File: src/design/gpm_defs.vh
// constants for the configurable gpio port block
// Overview of operation
// - mode bits a,b: 00 quasi, 01 push-pull, 10 input-only, 11 open-drain.
// - tristate fuse enabled resets every pin to input-only.
// - fuse disabled resets non-analog pins to quasi-bidirectional, weakly pulled high.
// - analog pins (port 0, port 2 bits 4-7) always reset input-only.
// - every pin input passes a schmitt-style filtered buffer.
// - power-down disables inputs except irq a/b, reset and oscillator pins.
// - port 1 pins enabled as general interrupts keep input alive in power-down.
// - usable pin count 35 to 38 depends on clock source and reset option.
// - quasi pin is both input and output; high is driven weakly, and strongly only for the pulse after a latch zero-to-one.
// - quasi pin with latch zero is driven strongly low.
// - quasi very weak pull-up on whenever latch holds one.
// - quasi weak pull-up on only while latch one and pin reads high.
// - quasi latch zero-to-one turns strong pull-up on for exactly two clocks.
// - input-only mode disables all output drivers.
// - data and mode registers decoded at fixed special-function addresses.
// - port 4 mode registers at be/bf, data at c0.
// - push-pull drives strongly high on latch one, low on zero.
// - open-drain has no pull-ups, drives low only when latch zero.
`ifndef GPM_DEFS_VH
`define GPM_DEFS_VH
`define GPM_ADDR_P0_DATA 8'h80
`define GPM_ADDR_P1_DATA 8'h90
`define GPM_ADDR_P2_DATA 8'ha0
`define GPM_ADDR_P3_DATA 8'hb0
`define GPM_ADDR_P4_DATA 8'hc0
`define GPM_ADDR_P0_MSA 8'hba
`define GPM_ADDR_P0_MSB 8'hbb
`define GPM_ADDR_P1_MSA 8'hc2
`define GPM_ADDR_P1_MSB 8'hc3
`define GPM_ADDR_P2_MSA 8'hc4
`define GPM_ADDR_P2_MSB 8'hc5
`define GPM_ADDR_P3_MSA 8'hc6
`define GPM_ADDR_P3_MSB 8'hc7
`define GPM_ADDR_P4_MSA 8'hbe
`define GPM_ADDR_P4_MSB 8'hbf
`define GPM_NPORT 5
`define GPM_NPIN 40
`define GPM_LATCH_RST 8'hff
`define GPM_ANALOG_P0 8'hff
`define GPM_ANALOG_P2 8'hf0
`define GPM_ALL_ONES 8'hff
`define GPM_ALL_ZERO 8'h00
`define GPM_STRONG_CNT 2'h2
`define GPM_FILT_LEN 3
// always-awake pins: irq a/b at p3.2/3.3, osc in/out p4.0/4.1, reset p4.2
`define GPM_WAKE_P3 8'h0c
`define GPM_WAKE_P4 8'h07
`define GPM_PINS_MIN 6'h23
`endif

File: src/design/gpm_port_top.v
// five 8-bit ports with per-pin mode select on the special-function bus
`include "gpm_defs.vh"
module gpm_port_top (
    // clock and reset
    input wire clk_sys_i,
    input wire sys_rst_i,
    input wire clk_en_i,
    // straps and power state
    input wire tristate_fuse_i,
    input wire power_down_i,
    input wire [7:0] p1_gp_irq_en_i,
    input wire [1:0] clk_src_i,
    input wire reset_pin_en_i,
    // special-function register port
    input wire [7:0] sfr_addr_i,
    input wire sfr_wr_i,
    input wire [7:0] sfr_wdata_i,
    input wire sfr_rd_i,
    input wire sfr_rd_latch_i,
    output reg [7:0] sfr_rdata_o,
    output reg sfr_hit_o,
    // pins, as pad controls
    input wire [`GPM_NPIN-1:0] pin_i,
    output reg [`GPM_NPIN-1:0] pin_drive_low_o,
    output reg [`GPM_NPIN-1:0] pin_strong_up_o,
    output reg [`GPM_NPIN-1:0] pin_weak_up_o,
    output reg [`GPM_NPIN-1:0] pin_very_weak_up_o,
    output reg [`GPM_NPIN-1:0] pin_oe_o,
    output reg [`GPM_NPIN-1:0] pin_in_o,
    output reg [5:0] pin_count_o
);
    reg [`GPM_NPIN-1:0] latch_q;
    reg [`GPM_NPIN-1:0] msa_q;
    reg [`GPM_NPIN-1:0] msb_q;
    reg [`GPM_NPIN-1:0] sync1_q;
    reg [`GPM_NPIN-1:0] sync2_q;
    reg rst_seen_q;
    wire [`GPM_NPIN-1:0] in_en;
    wire [`GPM_NPIN-1:0] c_low;
    wire [`GPM_NPIN-1:0] c_strong;
    wire [`GPM_NPIN-1:0] c_weak;
    wire [`GPM_NPIN-1:0] c_vweak;
    wire [`GPM_NPIN-1:0] c_in;
    reg [2:0] wsel;
    reg wdata_hit;
    reg wmsa;
    reg wmsb;

    //////////////////////////////////////////////////////////////////////
    // address decode
    always @* begin
        wsel = 3'h0;
        wdata_hit = 1'b0;
        wmsa = 1'b0;
        wmsb = 1'b0;
        case (sfr_addr_i)
            `GPM_ADDR_P0_DATA: begin wsel = 3'h0; wdata_hit = 1'b1; end
            `GPM_ADDR_P1_DATA: begin wsel = 3'h1; wdata_hit = 1'b1; end
            `GPM_ADDR_P2_DATA: begin wsel = 3'h2; wdata_hit = 1'b1; end
            `GPM_ADDR_P3_DATA: begin wsel = 3'h3; wdata_hit = 1'b1; end
            `GPM_ADDR_P4_DATA: begin wsel = 3'h4; wdata_hit = 1'b1; end
            `GPM_ADDR_P0_MSA: begin wsel = 3'h0; wmsa = 1'b1; end
            `GPM_ADDR_P0_MSB: begin wsel = 3'h0; wmsb = 1'b1; end
            `GPM_ADDR_P1_MSA: begin wsel = 3'h1; wmsa = 1'b1; end
            `GPM_ADDR_P1_MSB: begin wsel = 3'h1; wmsb = 1'b1; end
            `GPM_ADDR_P2_MSA: begin wsel = 3'h2; wmsa = 1'b1; end
            `GPM_ADDR_P2_MSB: begin wsel = 3'h2; wmsb = 1'b1; end
            `GPM_ADDR_P3_MSA: begin wsel = 3'h3; wmsa = 1'b1; end
            `GPM_ADDR_P3_MSB: begin wsel = 3'h3; wmsb = 1'b1; end
            `GPM_ADDR_P4_MSA: begin wsel = 3'h4; wmsa = 1'b1; end
            `GPM_ADDR_P4_MSB: begin wsel = 3'h4; wmsb = 1'b1; end
            default: begin wsel = 3'h0; end
        endcase
    end

    //////////////////////////////////////////////////////////////////////
    // port registers; reset mode taken from the fuse one edge after release
    // so the fuse is never sampled under the asynchronous reset
    always @(posedge clk_sys_i or posedge sys_rst_i) begin
        if (sys_rst_i) begin
            latch_q <= {`GPM_NPORT{`GPM_LATCH_RST}};
            // analog pins and, until the fuse is sampled, all pins input-only
            msa_q <= {`GPM_NPORT{`GPM_ALL_ONES}};
            msb_q <= {`GPM_NPORT{`GPM_ALL_ZERO}};
            rst_seen_q <= 1'b0;
        end else if (clk_en_i) begin
            if (!rst_seen_q) begin
                rst_seen_q <= 1'b1;
                if (tristate_fuse_i) begin
                    msa_q <= {`GPM_NPORT{`GPM_ALL_ONES}};
                end else begin
                    // non-analog pins quasi, latch already one so weakly high
                    msa_q <= {`GPM_ALL_ZERO, `GPM_ALL_ZERO, `GPM_ANALOG_P2, `GPM_ALL_ZERO,
                              `GPM_ANALOG_P0};
                end
            end else if (sfr_wr_i) begin
                // a write in the fuse-sample cycle is dropped; see hand-over
                if (wdata_hit) begin
                    latch_q[wsel*8 +: 8] <= sfr_wdata_i;
                end
                if (wmsa) begin
                    msa_q[wsel*8 +: 8] <= sfr_wdata_i;
                end
                if (wmsb) begin
                    msb_q[wsel*8 +: 8] <= sfr_wdata_i;
                end
            end
        end
    end

    //////////////////////////////////////////////////////////////////////
    // pin synchroniser; only the second stage is read
    always @(posedge clk_sys_i or posedge sys_rst_i) begin
        if (sys_rst_i) begin
            sync1_q <= {`GPM_NPIN{1'b1}};
            sync2_q <= {`GPM_NPIN{1'b1}};
        end else if (clk_en_i) begin
            sync1_q <= pin_i;
            sync2_q <= sync1_q;
        end
    end

    // input enables: in power-down only wake pins and enabled p1 irq pins
    assign in_en = power_down_i ?
        {`GPM_WAKE_P4, `GPM_WAKE_P3, `GPM_ALL_ZERO, p1_gp_irq_en_i, `GPM_ALL_ZERO} :
        {`GPM_NPIN{1'b1}};

    //////////////////////////////////////////////////////////////////////
    // per-pin cells
    genvar gi;
    generate
        for (gi = 0; gi < `GPM_NPIN; gi = gi + 1) begin : g_pin
            gpm_pin_cell u_cell (
                .clk_sys_i(clk_sys_i),
                .sys_rst_i(sys_rst_i),
                .clk_en_i(clk_en_i),
                .latch_i(latch_q[gi]),
                .mode_a_i(msa_q[gi]),
                .mode_b_i(msb_q[gi]),
                .in_enable_i(in_en[gi]),
                .pin_sync_i(sync2_q[gi]),
                .drive_low_o(c_low[gi]),
                .strong_up_o(c_strong[gi]),
                .weak_up_o(c_weak[gi]),
                .very_weak_up_o(c_vweak[gi]),
                .in_value_o(c_in[gi])
            );
        end
    endgenerate

    //////////////////////////////////////////////////////////////////////
    // outputs registered once more so every top output is a flop
    always @(posedge clk_sys_i or posedge sys_rst_i) begin
        if (sys_rst_i) begin
            pin_drive_low_o <= {`GPM_NPIN{1'b0}};
            pin_strong_up_o <= {`GPM_NPIN{1'b0}};
            pin_weak_up_o <= {`GPM_NPIN{1'b0}};
            pin_very_weak_up_o <= {`GPM_NPIN{1'b0}};
            pin_oe_o <= {`GPM_NPIN{1'b0}};
            pin_in_o <= {`GPM_NPIN{1'b1}};
            pin_count_o <= `GPM_PINS_MIN;
        end else if (clk_en_i) begin
            pin_drive_low_o <= c_low;
            pin_strong_up_o <= c_strong;
            pin_weak_up_o <= c_weak;
            pin_very_weak_up_o <= c_vweak;
            pin_oe_o <= c_low | c_strong; // strong drive only; weak pulls are resistive
            pin_in_o <= c_in;
            // crystal 0, external clock 1, internal rc 2; no reset pin adds one
            pin_count_o <= `GPM_PINS_MIN + {4'h0, (clk_src_i == 2'h3) ? 2'h2 : clk_src_i}
                           + {5'h0, ~reset_pin_en_i};
        end
    end

    // read path: plain read sees pins, read-modify-write sees latch
    always @(posedge clk_sys_i or posedge sys_rst_i) begin
        if (sys_rst_i) begin
            sfr_rdata_o <= `GPM_ALL_ZERO;
            sfr_hit_o <= 1'b0;
        end else if (clk_en_i) begin
            sfr_hit_o <= sfr_rd_i & (wdata_hit | wmsa | wmsb);
            if (!sfr_rd_i) begin
                sfr_rdata_o <= `GPM_ALL_ZERO;
            end else if (wdata_hit) begin
                sfr_rdata_o <= sfr_rd_latch_i ? latch_q[wsel*8 +: 8] : c_in[wsel*8 +: 8];
            end else if (wmsa) begin
                sfr_rdata_o <= msa_q[wsel*8 +: 8];
            end else if (wmsb) begin
                sfr_rdata_o <= msb_q[wsel*8 +: 8];
            end else begin
                sfr_rdata_o <= `GPM_ALL_ZERO; // unmapped reads zero
            end
        end
    end
endmodule // gpm_port_top

File: src/design/gpm_pin_cell.v
// one pin: mode decode, drivers, pull-ups, strong pulse and input filter
`include "gpm_defs.vh"
module gpm_pin_cell (
    // clock and reset
    input wire clk_sys_i,
    input wire sys_rst_i,
    input wire clk_en_i,
    // configuration
    input wire latch_i,
    input wire mode_a_i,
    input wire mode_b_i,
    input wire in_enable_i,
    // pin side
    input wire pin_sync_i,
    output reg drive_low_o,
    output reg strong_up_o,
    output reg weak_up_o,
    output reg very_weak_up_o,
    output reg in_value_o
);
    localparam MODE_QUASI = 2'b00;
    localparam MODE_PUSH = 2'b01;
    localparam MODE_INPUT = 2'b10;
    localparam MODE_OPEN = 2'b11;

    wire [1:0] mode = {mode_a_i, mode_b_i};
    reg latch_prev_q;
    reg [1:0] pulse_cnt_q;
    reg [`GPM_FILT_LEN-1:0] hist_q;

    // strong pull-up pulse counter on a rising latch in quasi mode
    always @(posedge clk_sys_i or posedge sys_rst_i) begin
        if (sys_rst_i) begin
            latch_prev_q <= 1'b1;
            pulse_cnt_q <= 2'h0;
        end else if (clk_en_i) begin
            latch_prev_q <= latch_i;
            if (mode == MODE_QUASI && latch_i && !latch_prev_q) begin
                // the edge cycle itself is the first of the strong cycles
                pulse_cnt_q <= `GPM_STRONG_CNT - 2'h1;
            end else if (pulse_cnt_q != 2'h0) begin
                pulse_cnt_q <= pulse_cnt_q - 2'h1;
            end
        end
    end

    // hysteresis: value flips only after a run of equal samples, a noise filter
    always @(posedge clk_sys_i or posedge sys_rst_i) begin
        if (sys_rst_i) begin
            hist_q <= {`GPM_FILT_LEN{1'b1}};
            in_value_o <= 1'b1;
        end else if (clk_en_i) begin
            hist_q <= {hist_q[`GPM_FILT_LEN-2:0], pin_sync_i & in_enable_i};
            if (&hist_q) begin
                in_value_o <= 1'b1;
            end else if (~|hist_q) begin
                in_value_o <= 1'b0;
            end
        end
    end

    // drivers registered so pad controls come from flops
    always @(posedge clk_sys_i or posedge sys_rst_i) begin
        if (sys_rst_i) begin
            drive_low_o <= 1'b0;
            strong_up_o <= 1'b0;
            weak_up_o <= 1'b0;
            very_weak_up_o <= 1'b0;
        end else if (clk_en_i) begin
            drive_low_o <= 1'b0;
            strong_up_o <= 1'b0;
            weak_up_o <= 1'b0;
            very_weak_up_o <= 1'b0;
            case (mode)
                MODE_QUASI: begin
                    drive_low_o <= ~latch_i;
                    very_weak_up_o <= latch_i;
                    weak_up_o <= latch_i & pin_sync_i;
                    strong_up_o <= latch_i && (pulse_cnt_q != 2'h0 || !latch_prev_q);
                end
                MODE_PUSH: begin
                    drive_low_o <= ~latch_i;
                    strong_up_o <= latch_i;
                end
                MODE_OPEN: begin
                    drive_low_o <= ~latch_i;
                end
                default: begin
                    drive_low_o <= 1'b0;
                end
            endcase
        end
    end
endmodule // gpm_pin_cell

File: config.mk
export PLATFORM = sky130hd
export DESIGN_NAME = gpm_port_top
export DESIGN_NICKNAME = d
export VERILOG_FILES = /design/src/design/gpm_port_top.v /design/src/design/gpm_pin_cell.v
export VERILOG_INCLUDE_DIRS = /design/src /design/src/design
export SDC_FILE = /design/constraint.sdc
export NUM_CORES = 2
export LEC_CHECK = 0
export ABC_CLOCK_PERIOD_IN_PS = 34300
export BUFFER_PORTS_ARGS = -buffer_cell sky130_fd_sc_hd__buf_2
export CORE_MARGIN = 5
export CORE_UTILIZATION = 57
export DETAILED_ROUTE_END_ITERATION = 10
export GPL_TIMING_DRIVEN = 0
export PLACE_DENSITY = 0.79
export RECOVER_POWER = 100
export SLEW_MARGIN = 10
export SYNTH_ARGS = -nofsm -noshare
export SYNTH_HDL_FRONTEND = slang
export SYNTH_SLANG_ARGS = --single-unit
File: constraint.sdc
create_clock -name clk_sys_i -period 34.3 [get_ports clk_sys_i]
set_clock_uncertainty 0.05 [all_clocks]
set_input_delay 6.86 -clock clk_sys_i [delete_from_list [all_inputs] [get_ports clk_sys_i]]
set_output_delay 6.86 -clock clk_sys_i [all_outputs]
set_load 0.01 [all_outputs]
# Yosys cells after proc, flatten, opt, wreduce, memory -nomap -nowiden
# Index checks and enable logic that the tools add are counted.
[op_classes] add_sub_neg=43 mux=338 shift=6 n_reduce_logical=530 n_eq_ne=138 bitwise=125
[ops] cell="3-bit OR reduction" n=84
[ops] cell="1-bit two-way mux" n=203
[ops] cell="40-bit two-way mux" n=5
[ops] cell="2-bit two-way mux" n=81
[ops] cell="2-bit AND reduction" n=80
[ops] cell="2-bit nonzero test" n=80
[ops] cell="40-bit by 7-bit indexed part select with 8-bit output" n=4
[ops] cell="3-bit AND reduction" n=41
[ops] cell="40-bit bitwise mux" n=3
[ops] cell="8-bit equality test, second input constant" n=15
[ops] cell="1-bit logical AND" n=120
[ops] cell="2-bit equality test, second input constant" n=41
[ops] cell="2-bit by 1-bit != test with 1-bit output, second input constant" n=41
[ops] cell="1-bit AND" n=81
[ops] cell="2-bit by 1-bit equality test with 1-bit output, second input constant" n=40
[ops] cell="2-bit zero test" n=40
[ops] cell="1-bit one-hot mux with 2 select lines" n=40
[ops] cell="2-bit by 1-bit subtractor with 2-bit output, second input constant" n=40
[ops] cell="1-bit inverter" n=41
[ops] cell="1-bit zero test" n=40
[ops] cell="1-bit logical OR" n=40
[ops] cell="8-bit two-way mux" n=5
[ops] cell="40-bit bitwise OR" n=1
[ops] cell="8-bit by 34-bit variable shift with 40-bit output, first input constant" n=1
[ops] cell="9 further kinds" n=13
[word_totals] output_inout_bits=255 word_cells=1515 reg_bits=896

# Logic depth before layout (Yosys ltp)
[depth] word_depth=9 ltp_mapped=16 mapped_depth_nobuf=12

# Cells and area by module
# From an unflattened synthesis, not the netlist that was laid out.
[hier_totals] cells_unflattened=3182 hier_area_um2=39447.8
[modules_own_cells] module="gpm_pin_cell" n_inst=40 seq_area_each_um2=281.5 area_each_um2=504.2 cells_each=45
[modules_own_cells] module="gpm_port_top" n_inst=1 seq_area_each_um2=11588.6 area_each_um2=19278.5 cells_each=1382

# Worst setup path before layout
# No wires, ideal clock.
[synth_timing] path_kind="input to register" startpoint="input sfr_addr_i[1]" endpoint="register msa_q[24]" required_ns=34.177 slack_ns=24.150 arrival_ns=10.027 setup_time_ns=0.073 path_stages=15 path_cell_list="or3_4 or4b_4 buf_6 nand2_8 inv_6 clkbuf_1 buf_2 ha_1 ha_1 nor3b_1 nand2_1 a21boi_1 buf_2 nor2_1 a21oi_1"
[synth_between] elab_chain_cells=9 elab_cells_between_ends=29
[synth_lines] item="from (decl)" line="gpm_port_top.v:15" text="input wire [7:0] sfr_addr_i,"
[synth_lines] item="8-bit equality test" line="gpm_port_top.v:56" text="case (sfr_addr_i)"
[synth_lines] item="3-bit OR reduction (no line)"
[synth_lines] item="3-bit one-hot mux with 4 select lines" line="gpm_port_top.v:56"
[synth_lines] item="6-bit negator with 34-bit output" line="gpm_port_top.v:102" text="msa_q[wsel*8 +: 8] <= sfr_wdata_i;"
[synth_lines] item="8-bit by 34-bit indexed part select with 40-bit output / 8-bit by 34-bit variable shift with 40-bit output (equally long branches)" line="gpm_port_top.v:102"
[synth_lines] item="40-bit bitwise mux" line="gpm_port_top.v:102"
[synth_lines] item="40-bit two-way mux" line="gpm_port_top.v:101" text="if (wmsa) begin"
[synth_lines] item="40-bit two-way mux" line="gpm_port_top.v:96" text="end else if (sfr_wr_i) begin"
[synth_lines] item="40-bit two-way mux" line="gpm_port_top.v:87" text="if (!rst_seen_q) begin"
[synth_lines] item="to (signal assigned)" line="gpm_port_top.v:90" text="msa_q <= {`GPM_NPORT{`GPM_ALL_ONES}};"
[synth_lines] item="to (signal assigned)" line="gpm_port_top.v:93" text="msa_q <= {`GPM_ALL_ZERO, `GPM_ALL_ZERO, `GPM_ANALOG_P2, `GPM_ALL_ZERO,"
[synth_lines] item="to (signal, indexed assignment)" line="gpm_port_top.v:102"
[synth_lines] item="to (decl)" line="gpm_port_top.v:33" text="reg [`GPM_NPIN-1:0] msa_q;"
# Several ways; a longest one is shown, not always the timed one. The select of a mux whose other input is x is not followed.
# A chain may end at the register's enable or synchronous reset.

==> impl_results.md <==
* Cell count after synthesis at 3278
* Largest net degree at the start of global routing at 124
* Die area at 0.0728 sq mm
* Final RePlAce weighted congestion at 1.06
* CP Capture Type: asynchronous set/reset pin
* Dominant cells by area after synthesis: dfrtp_1, dfstp_2, mux2_2, o21ai_0, nand2_1
* Vias at 29407
* Initial Utilization at 57.4%
* Switching power at 0.000711 W
* P_int at 0.00192 W
* Worst Reg-to-Reg Cells at 6
* IO Port Bufs at 323
* Share of the synthesized area in the top cell type at 31.9%
* Drt pass-1 iters at 6
* Hold Crit Class: flop to flop
* Clock tree buffer depth at 3
* Worst path required time at 33.71 ns
* Crit-path max FO at 104
* Clock sinks at 893
* Static Leak at 18.6 nW
* Layout overhead on the synthesized area at 14.3%
* Post-Syn Area at 0.0385 sq mm
* Vias in the first global route at 29477
* Worst-Margin Slew at 6.22 ns
* Num CTS Buffers at 89
* Biggest register: g_pin.u_cell.hist_q
* Clk root buf: clkbuf_16
* Hold path depth at 1
* Routed WL per cell at 28.1 um
* Max reg flops at 120
* Most common cell after layout, fill and taps aside: dfrtp_1
* Top layer in use: met5
* Combinational power share at 13.3%
* Failing checks: capacitance limit, slew limit
* Initial antenna violation count at 14
* Register share of total power at 47.9%
* Max_cap viols at 9
* Peak supply drop at 0.0398 mV
* Post-synth EDFFs at 0
* Relative slew slack at -314%
* Switching portion of total power at 27.1%
* Biggest regs: g_pin.u_cell.hist_q: 120 flops, g_pin.u_cell.pulse_cnt_q: 80 flops
* M1 WL at 51400 um
* Die W at 270 um
* Unrepaired setup endpoints after global routing: no
* Final setup vio count at 0
* Worst-skew pair later-pin latency at 0.67 ns
* F_max at 60.4 MHz
* Async S/R FF share, synth at 100%
* CTS clock-pin slew for the worst setup and hold paths at 0.06 ns
* Total global routing overflow at 0
* CTS tree: yes
* Num rows at 95
* First-pass GRT wire length at 194000 um
* Core ar. at 0.0670 sq mm
* Clock share of power at 38.8%
* Final worst path period share at 48.3%
* Seq cells post-synth at 893
* Most frequent cells in the layout: dfrtp_1, mux2_2, clkbuf_1, dfstp_2, nand2_1
* Ys flop type: dfrtp_1
* Final hold violation count at 0
* CTS hold repair buffers at 0
* Vias per cell at 6.30
* Library cells used by synthesis at 64
* Met3 WL at 13100 um
* P per Cell Area at 59.7 mW/mm^2
* Antenna-violating nets left at 0
* Final #Nets at 3822
* Clock period minus worst slack at 16.57 ns
* Worst hold slack at 0.428 ns
* Met2 wire len at 58400 um
* Final WL at 131000 um
* Die Y at 270 um
* Share of layout cells above drive strength 1 at 28.7%
* H-tree Lvls at 3
* Critical path class: input port to asynchronous set/reset pin
* Startpoint types: input port
* Post-CTS Repair Setup Buffers at 0
* Post-DP HPWL at 97200 um
* Max-slew violations at 910
* Sequential fraction of the synthesis area at 59.4%
* GRT Total Usage at 35.6%
* Post-synth top area cell: dfrtp_1
* Crit path DAT at 15.98 ns
* Syn Area/Cell at 11.7 sq um
* Resize count post-CTS at 0
* I/O pins at 330
* Residual DRC at 0
* Yosys warns at 0
* Total power at 0.00263 W
* Setup TNS at 0 ns
* Drt initial violations at 3305
* Status: complete, but fails checks
## cell type report
| cell class | count | area (sq um) |
|---|---|---|
| Antenna cell | 14 | 35.0 |
| Clock inverter | 35 | 482 |
| Multi-Input combinational cell | 1996 | 14000 |
| Buffer | 170 | 688 |
| Fill cell | 5143 | 23100 |
| Tap cell | 873 | 1090 |
| Timing Repair Buffer | 332 | 1350 |
| Clock buffer | 133 | 2590 |
| Sequential cell | 893 | 22800 |
| Inverter | 220 | 828 |
## cells by family after synthesis
logic type / synth area share (%)
other: 0.0195
AOI/OAI and AO/OA: 12.6
DFF: 59.4
and+or+nand+nor: 8.35
muxes: 14.2
adders and majority gates: 1.46
buffers and inverters: 4.00
## path summary, 6_finish.rpt
path                                       startpoint                        endpoint  slack (ns)
hold reg to reg            g_pin[12].u_cell.weak_up_o      g_pin[12].u_cell.weak_up_o        0.43
min in group asynchronous                   sys_rst_i  g_pin[8].u_cell.very_weak_up_o        7.01
max in group clk_sys_i                  sfr_addr_i[4]                       msb_q[39]       21.81
setup reg to reg                           rst_seen_q                       msa_q[25]       31.42
setup / recovery                            sys_rst_i             pin_strong_up_o[19]       17.73
hold / removal             g_pin[12].u_cell.weak_up_o      g_pin[12].u_cell.weak_up_o        0.43
## through the flow
step	cell area, sq um	std cells	setup slack (ns)	utilization (%)
final	44000	4666	17.73	65.6
after detailed placement	41400	4484	22.69	61.8
after global placement	41200	4475	-6.18	61.4
after global routing	43900	4652	15.42	65.5
after CTS	44500	4652	23.37	66.4
after floorplan	38500	3279	2.95	-
## layer usage
layer	vias up	GRT usage (%)
met5	-	0
met4	8	19.1
met3	393	9.29
met2	1638	54.3
met1	14863	47.3
li1	12505	-
## power groups by stage
stage | clock [W] | sequential (W) | combinational (W)
after global placement | 0 | 0.00127 | 0.000329
after floorplan | 0 | 0.00125 | 0.000239
after CTS | 0.00102 | 0.00126 | 0.000354
final | 0.00102 | 0.00126 | 0.000349
after global routing | 0.00107 | 0.00127 | 0.000387
after detailed placement | 0 | 0.00127 | 0.000351
## cells in the mapped netlist (all sizes together), types with 13 or more instances
master,count
o22a,26
o21ai,226
o2111ai,26
nand2b,20
nor2,200
a21oi,178
dfrtp,491
nand2,268
buf,43
inv,218
a21o,50
nor3,38
mux2i,30
nand3,58
and3,13
or3,43
o2bb2ai,58
ha,45
dfstp,402
nand3b,24
mux2,451
clkbuf,127
nand4b,15
o22ai,40
a211oi,47
a31oi,39
## critical path, cell delays in order
cell	delay [ns]
buf_2	0.10
clkinvlp_2	1.70
clkbuf_1	3.21
clkbuf_1	3.89
No activity file was read; power rests on OpenSTA's default activity.
